<file path="config.mk">
export PLATFORM = sky130hd
export DESIGN_NAME = rvc_ring_validation
export DESIGN_NICKNAME = d
export VERILOG_FILES = /design/src/rvc_pkg.sv /design/src/rvc_ring_validation.sv
export SDC_FILE = /design/constraint.sdc
export NUM_CORES = 1
export LEC_CHECK = 0
export BUFFER_PORTS_ARGS = -buffer_cell sky130_fd_sc_hd__buf_2
export CAP_MARGIN = 20
export CORE_MARGIN = 10
export CORE_UTILIZATION = 40
export DETAILED_ROUTE_END_ITERATION = 16
export GPL_TIMING_DRIVEN = 0
export HOLD_SLACK_MARGIN = 0.15
export PLACE_DENSITY = 0.58
export SETUP_SLACK_MARGIN = 0.02
export SLEW_MARGIN = 20
export SYNTH_ARGS = -nofsm -noshare
export SYNTH_HDL_FRONTEND = slang
export SYNTH_SLANG_ARGS = --single-unit
</file>
<file path="constraint.sdc">
create_clock -name aclk -period 3.8 [get_ports aclk]
set_input_delay 0.76 -clock aclk [delete_from_list [all_inputs] [get_ports aclk]]
set_output_delay 0.76 -clock aclk [all_outputs]
set_load 0.03 [all_outputs]
</file>
<file path="src/rvc_pkg.sv">
// rvc_pkg: constants for the ring validation control block
// assumes a 50 MHz device clock and a 32-bit axi4-lite register bus
package rvc_pkg;
    localparam int unsigned CLK_HZ = 50000000;
    // register indices; the byte address is four times the index
    localparam logic [7:0] IDX_CTRL1 = 8'h16;
    localparam logic [7:0] IDX_CTRL2 = 8'h17;
    // register byte addresses
    localparam logic [7:0] ADDR_CTRL1 = {IDX_CTRL1[5:0], 2'b00};
    localparam logic [7:0] ADDR_CTRL2 = {IDX_CTRL2[5:0], 2'b00};
    localparam logic [7:0] ADDR_STAT = 8'h1C;
    localparam logic [7:0] ADDR_IRQ = 8'h20;
    localparam logic [7:0] ADDR_MASK = 8'h24;
    // field positions
    localparam int DLY_LO_MSB = 7;
    localparam int DLY_LO_LSB = 6;
    localparam int MAX_MSB = 5;
    localparam int DLY_HI_BIT = 7;
    localparam int PRE_MSB = 5;
    // reset values
    localparam logic [7:0] CTRL1_RST = 8'h00;
    localparam logic [7:0] CTRL2_RST = 8'h19;
    localparam logic [1:0] MASK_RST = 2'h0;
    // delay step per code unit
    localparam int unsigned DLY_STEP_MS = 256;
    localparam int unsigned DLY_STEP_CYC = DLY_STEP_MS * (CLK_HZ / 1000);
    // regular decrement tick of the qualification timer
    localparam int unsigned TICK_US = 1000;
    localparam int unsigned TICK_CYC = TICK_US * (CLK_HZ / 1000000);
    // interrupt bit positions
    localparam int IRQ_VALID = 0;
    localparam int IRQ_REJECT = 1;
    localparam logic [1:0] RESP_OKAY = 2'b00;
    localparam logic [1:0] RESP_SLVERR = 2'b10;
endpackage

</file>
<file path="src/rvc_ring_validation.sv">
// rvc_ring_validation: ring frequency qualification with delayed valid-ring indication
// assumes ring_event is a one-cycle pulse synchronous to aclk from the line-side detector
// Notes on behaviour
// - delay code is {ctrl2 bit7, ctrl1 bits7:6}
// - wait selected delay before signalling valid ring
// - max-count field bits5:0 bounds accepted frequency
// - event loads countdown with preload, then decrements
// - next event: timer above max-count invalidates ring
// - events come twice per ring period
//
// The implementer's own choice: the AXI4-Lite register port.
module rvc_ring_validation
    import rvc_pkg::*;
#(
    parameter int unsigned STEP_CYC = DLY_STEP_CYC,
    parameter int unsigned TICK_CYCLES = TICK_CYC
)
(
    // clock and reset
    input wire logic aclk,
    input wire logic aresetn,
    // ring detector
    input wire logic ring_event,
    // status
    output logic ring_valid,
    output logic irq,
    // axi4-lite write address
    input wire logic [7:0] s_axi_awaddr,
    input wire logic s_axi_awvalid,
    output logic s_axi_awready,
    // axi4-lite write data
    input wire logic [31:0] s_axi_wdata,
    input wire logic [3:0] s_axi_wstrb,
    input wire logic s_axi_wvalid,
    output logic s_axi_wready,
    // axi4-lite write response
    output logic [1:0] s_axi_bresp,
    output logic s_axi_bvalid,
    input wire logic s_axi_bready,
    // axi4-lite read address
    input wire logic [7:0] s_axi_araddr,
    input wire logic s_axi_arvalid,
    output logic s_axi_arready,
    // axi4-lite read data
    output logic [31:0] s_axi_rdata,
    output logic [1:0] s_axi_rresp,
    output logic s_axi_rvalid,
    input wire logic s_axi_rready
);
    // refuse timing values that the counters cannot hold
    if (STEP_CYC < 1 || STEP_CYC > 32'h0FFF_FFFF || TICK_CYCLES < 1 || TICK_CYCLES > 32'h00FF_FFFF)
    begin : g_bad_timing
        $error("rvc_ring_validation: bad timing parameter");
    end

    typedef enum logic [2:0] {
        ST_IDLE = 3'b001,
        ST_ARMED = 3'b010,
        ST_DELAY = 3'b100
    } rvc_state_t;

    typedef struct packed {
        rvc_state_t st;
        logic [7:0] ctrl1;
        logic [7:0] ctrl2;
        logic [1:0] irq_st;
        logic [1:0] mask;
        logic [5:0] timer;
        logic [23:0] tick;
        logic [2:0] dly_code;
        logic [2:0] dly_units;
        logic [27:0] dly_cnt;
        logic valid;
        logic irq;
        logic aw_got;
        logic [7:0] aw_addr;
        logic w_got;
        logic [31:0] w_data;
        logic [3:0] w_strb;
        logic awready;
        logic wready;
        logic bvalid;
        logic [1:0] bresp;
        logic arready;
        logic rvalid;
        logic [31:0] rdata;
        logic [1:0] rresp;
    } rvc_regs_t;

    rvc_regs_t r_q;
    rvc_regs_t r_d;

    // read decode used by the read channel
    function automatic logic [31:0] read_word(input rvc_regs_t r, input logic [7:0] a, output logic ok);
        logic [31:0] v;
        v = 32'h0000_0000;
        ok = 1'b1;
        unique case (a)
            ADDR_CTRL1: v = {24'h00_0000, r.ctrl1};
            ADDR_CTRL2: v = {24'h00_0000, r.ctrl2};
            ADDR_STAT: v = {24'h00_0000, r.valid, 1'b0, r.timer};
            ADDR_IRQ: v = {30'h0000_0000, r.irq_st};
            ADDR_MASK: v = {30'h0000_0000, r.mask};
            default: ok = 1'b0;
        endcase
        return v;
    endfunction

    // byte-lane merge for 8-bit registers
    function automatic logic [7:0] lane0(input logic [7:0] old, input logic [31:0] d, input logic [3:0] s);
        return s[0] ? d[7:0] : old;
    endfunction

    always_comb
    begin
        logic ok;
        logic [31:0] rd;
        logic [1:0] ev;
        logic [1:0] clr;
        logic wr_ok;
        ok = 1'b0;
        rd = 32'h0000_0000;
        ev = 2'b00;
        clr = 2'b00;
        wr_ok = 1'b0;
        r_d = r_q;

        // write channel: address and data in either order
        r_d.awready = 1'b0;
        r_d.wready = 1'b0;
        if (!r_q.aw_got && !r_q.awready && s_axi_awvalid && !r_q.bvalid)
        begin
            r_d.awready = 1'b1;
        end
        if (r_q.awready && s_axi_awvalid)
        begin
            r_d.aw_got = 1'b1;
            r_d.aw_addr = s_axi_awaddr;
        end
        if (!r_q.w_got && !r_q.wready && s_axi_wvalid && !r_q.bvalid)
        begin
            r_d.wready = 1'b1;
        end
        if (r_q.wready && s_axi_wvalid)
        begin
            r_d.w_got = 1'b1;
            r_d.w_data = s_axi_wdata;
            r_d.w_strb = s_axi_wstrb;
        end
        if (r_q.aw_got && r_q.w_got && !r_q.bvalid)
        begin
            wr_ok = 1'b1;
            r_d.aw_got = 1'b0;
            r_d.w_got = 1'b0;
            r_d.bvalid = 1'b1;
            r_d.bresp = RESP_OKAY;
            unique case (r_q.aw_addr)
                ADDR_CTRL1: r_d.ctrl1 = lane0(r_q.ctrl1, r_q.w_data, r_q.w_strb);
                ADDR_CTRL2: r_d.ctrl2 = lane0(r_q.ctrl2, r_q.w_data, r_q.w_strb);
                ADDR_STAT: r_d.bresp = RESP_OKAY;
                ADDR_IRQ: clr = r_q.w_strb[0] ? r_q.w_data[1:0] : 2'b00;
                ADDR_MASK: r_d.mask = r_q.w_strb[0] ? r_q.w_data[1:0] : r_q.mask;
                default: r_d.bresp = RESP_SLVERR;
            endcase
        end
        if (r_q.bvalid && s_axi_bready)
        begin
            r_d.bvalid = 1'b0;
        end

        // read channel
        r_d.arready = 1'b0;
        if (!r_q.arready && !r_q.rvalid && s_axi_arvalid)
        begin
            r_d.arready = 1'b1;
        end
        if (r_q.arready && s_axi_arvalid)
        begin
            rd = read_word(r_q, s_axi_araddr, ok);
            r_d.rvalid = 1'b1;
            r_d.rdata = rd;
            r_d.rresp = ok ? RESP_OKAY : RESP_SLVERR;
        end
        if (r_q.rvalid && s_axi_rready)
        begin
            r_d.rvalid = 1'b0;
        end

        // regular decrement tick
        if (r_q.tick >= 24'(TICK_CYCLES - 1))
        begin
            r_d.tick = 24'h00_0000;
        end
        else
        begin
            r_d.tick = r_q.tick + 24'h00_0001;
        end

        // countdown holds at zero between events
        if (r_q.tick >= 24'(TICK_CYCLES - 1) && r_q.timer != 6'h00)
        begin
            r_d.timer = r_q.timer - 6'h01;
        end

        // ring qualification: events arrive twice per ring period
        unique case (r_q.st)
            ST_IDLE:
            begin
                r_d.valid = 1'b0;
                if (ring_event)
                begin
                    r_d.timer = r_q.ctrl2[PRE_MSB:0];
                    r_d.tick = 24'h00_0000;
                    r_d.st = ST_ARMED;
                end
            end
            ST_ARMED:
            begin
                if (ring_event)
                begin
                    r_d.timer = r_q.ctrl2[PRE_MSB:0];
                    r_d.tick = 24'h00_0000;
                    if (r_q.timer > r_q.ctrl1[MAX_MSB:0])
                    begin
                        ev[IRQ_REJECT] = 1'b1;
                        r_d.valid = 1'b0;
                    end
                    else if (!r_q.valid)
                    begin
                        r_d.dly_code = {r_q.ctrl2[DLY_HI_BIT], r_q.ctrl1[DLY_LO_MSB:DLY_LO_LSB]};
                        r_d.dly_units = {r_q.ctrl2[DLY_HI_BIT], r_q.ctrl1[DLY_LO_MSB:DLY_LO_LSB]};
                        r_d.dly_cnt = 28'h000_0000;
                        if ({r_q.ctrl2[DLY_HI_BIT], r_q.ctrl1[DLY_LO_MSB:DLY_LO_LSB]} == 3'h0)
                        begin
                            r_d.valid = 1'b1;
                            ev[IRQ_VALID] = 1'b1;
                        end
                        else
                        begin
                            r_d.st = ST_DELAY;
                        end
                    end
                end
            end
            ST_DELAY:
            begin
                if (ring_event)
                begin
                    r_d.timer = r_q.ctrl2[PRE_MSB:0];
                    r_d.tick = 24'h00_0000;
                end
                if (ring_event && r_q.timer > r_q.ctrl1[MAX_MSB:0])
                begin
                    ev[IRQ_REJECT] = 1'b1;
                    r_d.st = ST_ARMED;
                end
                else if (r_q.dly_cnt >= 28'(STEP_CYC - 1))
                begin
                    r_d.dly_cnt = 28'h000_0000;
                    r_d.dly_units = r_q.dly_units - 3'h1;
                    if (r_q.dly_units == 3'h1)
                    begin
                        r_d.valid = 1'b1;
                        ev[IRQ_VALID] = 1'b1;
                        r_d.st = ST_ARMED;
                    end
                end
                else
                begin
                    r_d.dly_cnt = r_q.dly_cnt + 28'h000_0001;
                end
            end
        endcase

        // sticky status: set wins over write-one-to-clear
        r_d.irq_st = (r_q.irq_st & ~clr) | ev;
        r_d.irq = |(r_d.irq_st & r_d.mask);
    end

    always_ff @(posedge aclk)
    begin
        if (!aresetn)
        begin
            r_q <= '0;
            r_q.st <= ST_IDLE;
            r_q.ctrl1 <= CTRL1_RST;
            r_q.ctrl2 <= CTRL2_RST;
            r_q.mask <= MASK_RST;
        end
        else
        begin
            r_q <= r_d;
        end
    end

    assign ring_valid = r_q.valid;
    assign irq = r_q.irq;
    assign s_axi_awready = r_q.awready;
    assign s_axi_wready = r_q.wready;
    assign s_axi_bvalid = r_q.bvalid;
    assign s_axi_bresp = r_q.bresp;
    assign s_axi_arready = r_q.arready;
    assign s_axi_rvalid = r_q.rvalid;
    assign s_axi_rdata = r_q.rdata;
    assign s_axi_rresp = r_q.rresp;
endmodule

</file>
# Word level (Yosys, flattened, before mapping)

Index checks and enable logic that the tools add are counted.

Register bits: 149
Bits in latches: 0
Bits in writable memories: 0
Memory bits (read-only): 0
Bits of input ports: 60
Output and inout port bits: 43
Memories: 0

Add/sub/neg operators: 4
$mul: 0
Div/mod/pow operators: 0
Magnitude comparators: 3
Equal/unequal tests: 24
Shift operators: 0
Mux-type cells: 48
Bitwise logic cells: 7
Reduce and logical (&&, ||, !) cells: 41

Operators by type and width:

| operator              | count |
|---|---|
| $mux 65               | 1 |
| $pmux 31 s2           | 1 |
| $pmux 30 s2           | 1 |
| $pmux 8 s5            | 1 |
| $mux 35               | 1 |
| $mux 34               | 1 |
| $eq 8x6->1 const B    | 4 |
| $eq 8x7->1 const B    | 4 |
| $mux 32               | 1 |
| $mux 30               | 1 |
| $add 28x1->28 const B | 1 |
| $ge 28x24->1 const B  | 1 |
| $mux 28               | 1 |
| $mux 3                | 9 |
| $add 24x1->24 const B | 1 |
| $ge 24x16->1 const B  | 1 |
| $mux 24               | 1 |
| $mux 2                | 9 |
| $logic_and 1x1->1     | 17 |
| $eq 8x5->1 const B    | 2 |
| $mux 1                | 16 |
| $ne 2x2->1 const B    | 8 |
| $reduce_or 2->1       | 5 |
| $reduce_or 5->1       | 2 |
| 24 further kinds      | 37 |

# Depth between registers and ports, before layout

Gate-level depths: netlist of run 1.

Word-level depth: 9
Mapped depth: 9
Depth with buffers taken out: 8

# Least setup slack after synthesis of run 1

OpenSTA, ideal clock, no wires.

Path kind: reg-to-reg
Start: register r_q[150] in the netlist's numbering
End: register r_q[106] in the netlist's numbering
Data arrival time: 2.281 ns
Required time: 3.713 ns
Slack: 1.432 ns
Cell stages (with the launch flop): 8
Path buffers: 0
Clock period less this slack: 2.368 ns
Cell sequence: dfxtp_1 ha_1 a211o_1 o211ai_1 a311oi_4 or4b_1 or4_1 o31ai_1

Cells in the longest elaborated chain, start to end: 4
Elaborated cells between the ends (all ways): 5
Those cells by class: order compare (1); eq/ne (2); reduce/logical (2)

Ends and longest elaborated chain:

| what                                  | RTL line                                               | source |
|---|---|---|
| start, declared                       | rvc_ring_validation.sv:90                              | `rvc_regs_t r_q;` |
| start signal, assigned                | rvc_ring_validation.sv:292                             | `r_q <= r_d;` |
| $gt 6x6->1 (*)                        | rvc_ring_validation.sv:223, rvc_ring_validation.sv:252 |  |
| $logic_and 1x1->1                     | rvc_ring_validation.sv:252                             | `if (ring_event && r_q.timer > r_q.ctrl1[MAX_MSB:0])` |
| $ne 2x2->1 (no source line)           | --                                                     |  |
| $reduce_and 5->1 (no source line) (*) | --                                                     |  |

Every way passes the cells marked *; elsewhere a longest branch is shown, timed or not.
A chain may end at the register's enable or synchronous reset.

# Worst setup path in the final report of run 1

Start: register r_q[150] in the netlist's numbering
End: register r_q[96] in the netlist's numbering

Same word-level chain as after synthesis.

==> run metrics, run 1 <==
status finished clean; Hold Fails Final Rpt 0; CP max FO 10; Top delay family on crit path compound AO/OA/AOI/OAI gates; nature of the critical path endpoint flip-flop; Die Wd 139 µm; placeable core area approximately 0.014 mm²; Overall Power between 3 and 4 mW; nature of the critical path startpoint flip-flop; Clock Sink Count 120; largest net degree at the start of global routing 17; WL/cell 14.2 µm; drt via density ~5.0; root buffer cell clkbuf_16; H-tree depth 4; num ports around 100; Area contributors post-synth dfxtp_1 (42%), nor2_1 (5.7%), nand2_1 (5.0%); first-pass GRT wire length between 20000 and 25000 µm; Syn Area/Cell 8.51 µm²; setup_tns 0 ns; Tcrit/Tclk final between 70% and 80%; yosys warns 0; VDD IR max between 0.2 and 0.3 mV; latest clock arrival within the worst-skew pair about 0.42 ns; final max-slew violation count 0; critical path data required time 4.10 ns; Hold Crit Class reg2reg; All-Layer GR Usage between 10% and 20%; post-synth top area share between 40% and 50%; number of buffers added for setup after CTS 0; DR pass1 iterations 5; Fillers 1347; initial antenna violation count 0; CP Class reg2reg; clk_skew around 0.0084 ns; ANT nets after route 0; Yosys reg bits 120; Worst Tran Pin Value roughly 1.0 ns; P&R area growth vs syn 21.1%; pre-CTS WS a little over 0.9 ns; via count ~4800; IO Port Bufs 48; grt ovf 0; Worst Path Buf+Inv 1; HPWL Detailed a little over 10000 µm; share of post-route cells with drive strength above 1 between 10% and 20%; register area ~0.0024 mm²; clock tree from TritonCTS done; Clock Path Buffers 2; Cell Chain, Critical Path ha_1 -> a211o_1 -> o211ai_1 -> a31o_2 -> a21oi_1 -> o21ai_2 -> buf_2 -> nor2_1; vias in the first global route roughly 4600; Final Wtd Congestion 0.895; unrepaired setup endpoints after global routing no; Max-Cap Viols 0; Slew headroom approximately 33%; CP arrival a little under 3 ns; number of synthesized flops with an enable pin 0; count of different cell masters after synthesis between 60 and 70; Tmin final 2.68 ns; Leakage roughly 2.7 nW; starting density of the core 40.9%; Yosys top cell by area dfxtp_1; Slowest-stage cell, CP o21ai_2; Worst path max stage delay between 0.4 and 0.5 ns; n_diodes 0; fin nets 840; hold_buf cts 0; site row count 43; final instance area just under 0.007 mm²; beginning of the worst register-to-register path r_q[150]; fmax about 0.37 GHz; Die Y roughly 140 µm; Mapped Cells roughly 670; initial DRC count 240; Async S/R FF share, synth 0%; final setup fails 0; worst hold start r_q[123]; crit path from r_q[150]; Resized Gates After CTS 0; Remaining DRCs 0; CTS clk-pin slew, worst paths 0.05 ns; Seq/Total Area, Yosys a little over two fifths; area of the multi-input gates 0.00295 mm²; Post-Route WL around 14000 µm; pwr dens around 480 mW/mm²; CTS Buf Count 17; Post-synth top flop dfxtp_1; setup ws final 1.12 ns; die area 0.0194 mm²; worst hold slack ~0.45 ns; placed instance area 0.00627 mm²; Synth Cell Area 0.00568 mm²
==> registers in the layout, indices dropped and copies added, names as in the netlist, named ones only <==
register,flops
ring_valid,1
s_axi_rdata,8
s_axi_awready,1
s_axi_rresp,1
s_axi_bresp,1
irq,1
s_axi_wready,1
s_axi_arready,1
s_axi_rvalid,1
r_q,102
s_axi_bvalid,1
==> worst reg2reg max path, cell delays in order (launching register included) <==
cell and delay [ns]:
dfxtp_1 0.44, ha_1 0.29, a211o_1 0.26, o211ai_1 0.20, a31o_2 0.30, a21oi_1 0.22
o21ai_2 0.48, buf_2 0.31, nor2_1 0.07
==> path summary, 6_finish.rpt <==
path / endpoint / slack, ns / depth (start not counted)
max reg2reg: r_q[96] / 1.12 / 8
min reg2reg: r_q[123] / 0.45 / 1
max: r_q[96] / 1.12 / 8
min: r_q[123] / 0.45 / 1
==> routing by layer <==
metal	global-route usage, %	wire length, µm
met3	4.62	1020
met2	18.9	5390
met5	0	0
met4	6.37	252
met1	19.8	7010
==> through the flow <==
stage / utilization [%] / cells
2_1_floorplan: - / 701
3_3_place_gp: 45.2 / 929
3_5_place_dp: 45.2 / 929
4_1_cts: 49.6 / 960
5_1_grt: 49.6 / 960
6_report: 49.6 / 960
==> cell usage in the layout (no fill, tap or decap), types with 17 or more instances in the layout <==
master / synthesis / final
a21oi_1: 42 / 42
buf_2: 2 / 50
buf_4: 36 / 36
clkbuf_1: 17 / 20
clkbuf_16: 0 / 17
conb_1: 1 / 34
dfxtp_1: 120 / 120
inv_1: 23 / 23
mux2i_1: 21 / 21
nand2_1: 75 / 75
nand3_1: 21 / 21
nor2_1: 87 / 87
nor3_1: 25 / 25
o21ai_0: 18 / 18
xnor2_1: 23 / 23
==> area by class of cell <==
| class | instances | area share [%] |
|---|---|---|
| inverters | 24 | 1.31 |
| repair buffers | 48 | 3.49 |
| plain buffers | 57 | 5.22 |
| clock buffers | 22 | 6.74 |
| clock inverters | 9 | 2.15 |
| well taps | 180 | 3.27 |
| flip-flops and latches | 120 | 34.9 |
| multi-input cells | 500 | 42.9 |
==> cells by family (layout without fill, tap and decap cells) <==
group,Yosys count,count (layout),share of synthesized area (%)
AOI/OAI and AO/OA,114,114,13.3
xor gates and xnor gates,36,36,5.55
adders and majority gates,12,12,2.64
buffers and inverters,81,160,7.91
DFF,120,120,42.3
muxes,23,23,4.10
other,1,34,0.0660
and+or+nand+nor,281,281,24.1
==> Yosys cell counts, drive strengths merged (6+ instances only) <==
library cell and instances:
dfxtp 120, nor2 88, nand2 75, a21oi 42, buf 40, nor3 26
inv 23, xnor2 23, mux2i 21, nand3 21, o21ai 19, clkbuf 17
xor2 13, ha 12, nand4 10, a22oi 7, a31oi 7, and3 7
nor4 7, or3 7, nand2b 6, o31ai 6, or4 6
==> report_power, final <==
group | total (mW) | switching (mW) | internal [mW]
sequential | 1.31 | 0.0260 | 1.29
combinational | 0.288 | 0.185 | 0.103
clock | 1.67 | 0.549 | 1.12
total | 3.27 | 0.760 | 2.51
(Power assumes the default switching activity.)
==> inputs of run 2 (changes only) <==
==> constraint.sdc (replaced) <==
create_clock -name aclk -period 2.65 [get_ports aclk]
set_input_delay 0.53 -clock aclk [delete_from_list [all_inputs] [get_ports aclk]]
set_output_delay 0.53 -clock aclk [all_outputs]
set_load 0.03 [all_outputs]
==> run metrics, run 2 (same netlist as run 1, synthesis figures left out) <==
largest reg by FF count r_q; Leakage 2.72 nW (+0.68%); vias in the first global route 4574 (unchanged); status finished clean; Cell Int Power 3.62 mW (+44%); Worst Tran Pin Value 1.02 ns (+0.0200 ns); clk_skew 0.00864 ns (+0.000198 ns); Hold Crit Class in2reg; initial DRC count 264 (+10%); DR pass1 iterations 5 (unchanged); pwr dens 679 mW/mm² (+43%); commonest non-fill, non-tap cell in the layout dfxtp_1; Slew headroom 31.2% (-1.3 points); IO Port Bufs 48 (unchanged); Tcrit/Tclk final 94.6% (+24 points); most frequent cells in the layout dfxtp_1 (118), nor2_1 (87), nand2_1 (75); clock power share 50.9% (-0.2 points); Sw Share 23.2% (about the same); drt via density 5.00 (-0.12%); placeable core area 0.0139 mm² (unchanged); grt ovf 0 (unchanged); ANT nets after route 0 (unchanged); starting density of the core 40.9% (unchanged); final setup fails 0 (unchanged); CP Class reg2reg; Gate power share 9.1% (+0.3 points); Top delay family on crit path simple AND/OR/NAND/NOR gates; VDD IR max 0.421 mV (+44%); nature of the critical path endpoint flip-flop; Worst path max stage delay 0.53 ns (+0.05 ns); final max-slew violation count 0 (unchanged); latest clock arrival within the worst-skew pair 0.42 ns (about the same); CP max FO 5 (-5); Die Y 139 µm (unchanged); via count 4806 (+0.083%); Final Wtd Congestion 0.895 (unchanged); num ports 103 (unchanged); Cell Chain, Critical Path inv_1 -> ha_4 -> a211o_1 -> o211ai_1 -> a311oi_4 -> or4b_4 -> or4_1 -> o31ai_1; fin nets 842 (+0.24%); switching power 1.09 mW (+44%); Worst Path Buf+Inv 1 (unchanged); n_diodes 0 (unchanged); register area 0.00240 mm² (+0.10%); Seq pwr share 40.0% (about the same); Largest register FFs 102 (unchanged); initial antenna violation count 0 (unchanged); WL/cell 14.3 µm (+0.31%); Clock Sink Count 120 (unchanged); area of the multi-input gates 0.00299 mm² (+1.3%); final design utilization 50.0% (+0.41 points); CP arrival 2.84 ns (-0.14 ns); Remaining DRCs 0 (unchanged); HPWL Detailed 10300 µm (unchanged); nature of the critical path startpoint flip-flop; Overall Power 4.71 mW (+44%); CTS Buf Count 17 (unchanged); Tmin final 2.51 ns (-0.176 ns); root buffer cell clkbuf_16; fmax 0.399 GHz (+7.0%); All-Layer GR Usage 14.1% (unchanged); P&R area growth vs syn 22.2%; Post-Route WL 13700 µm (+0.52%); share of post-route cells with drive strength above 1 17.5% (+1.2 points); largest net degree at the start of global routing 17 (unchanged); Slowest-stage cell, CP or4b_4; Fillers 1337 (-0.74%); hold_buf cts 0 (unchanged); die area 0.0194 mm² (unchanged); Hold Fails Final Rpt 0 (unchanged); clock tree from TritonCTS done; Die Wd 139 µm (unchanged); unrepaired setup endpoints after global routing no; H-tree depth 4 (unchanged); Max-Cap Viols 0 (unchanged); Clock Path Buffers 2 (unchanged); critical path data required time 2.98 ns (-1.12 ns); CTS clk-pin slew, worst paths 0.05 ns (about the same); site row count 43 (unchanged); first-pass GRT wire length 22600 µm (unchanged)
## run 2: cell types whose count changed in the layout (fill, tap and decap cells not counted), sizes merged
cell	before	now
buf	88	90
## run 2: worst paths after layout
check	from	to	slack [ns]	cells past startpoint
worst max-delay path	r_q[168]	r_q[106]	0.14	8
worst min-delay path	s_axi_wdata[5]	r_q[50]	0.34	3
worst max register to register	r_q[168]	r_q[106]	0.14	8
worst min register to register	r_q[123]	r_q[123]	0.45	1
## run 2: area by class of cell
type                       count  area share, %
multi-input combinational    500           43.1
buffer                        57           5.19
inverter                      24           1.30
timing repair buffer          50           3.68
sequential                   120           34.6
clock inverter                 9           2.13
clock buffer                  22           6.69
tap                          180           3.24
## run 2: worst min-delay path, stage by stage
cell	delay (ns)
buf_2	0.09
nand2_1	0.04
a21oi_1	0.05
## run 2: power by group through the flow
| stage | Combinational, mW | Clock (mW) | Sequential, mW |
|---|---|---|---|
| CTS | 0.411 | 2.43 | 1.88 |
| global route | 0.473 | 2.52 | 1.89 |
| finish | 0.431 | 2.40 | 1.88 |
| global placement | 0.399 | 0 | 1.92 |
| floorplan | 0.299 | 0 | 1.92 |
| detailed placement | 0.409 | 0 | 1.92 |
## run 2: stage by stage
stage               cells  hold slack, ns  area, µm²  TNS [ns]  setup WS, ns
floorplan             701           0.426       5810         0         0.282
global placement      929           0.437       6270         0        0.0324
detailed placement    929           0.447       6270   -0.0253       -0.0127
CTS                   960           0.332       6890         0        0.0259
global route          962           0.343       6940         0        0.0238
finish                962           0.343       6940         0         0.143
## run 2: layer usage
layer	track usage (%)	vias up	part of all wire [%]
met5	0	-	0
li1	-	2480	-
met2	18.9	135	40
met4	6.37	0	1.9
met1	19.8	2169	52
met3	4.62	22	7.0
## run 2: timing repair
item                                    in CTS  in global routing
pin swaps                                    0                  3
resized for setup                            1                  9
endpoints found under the setup margin      20                 22
cloned                                       0                  0
buffers inserted                             0                  2
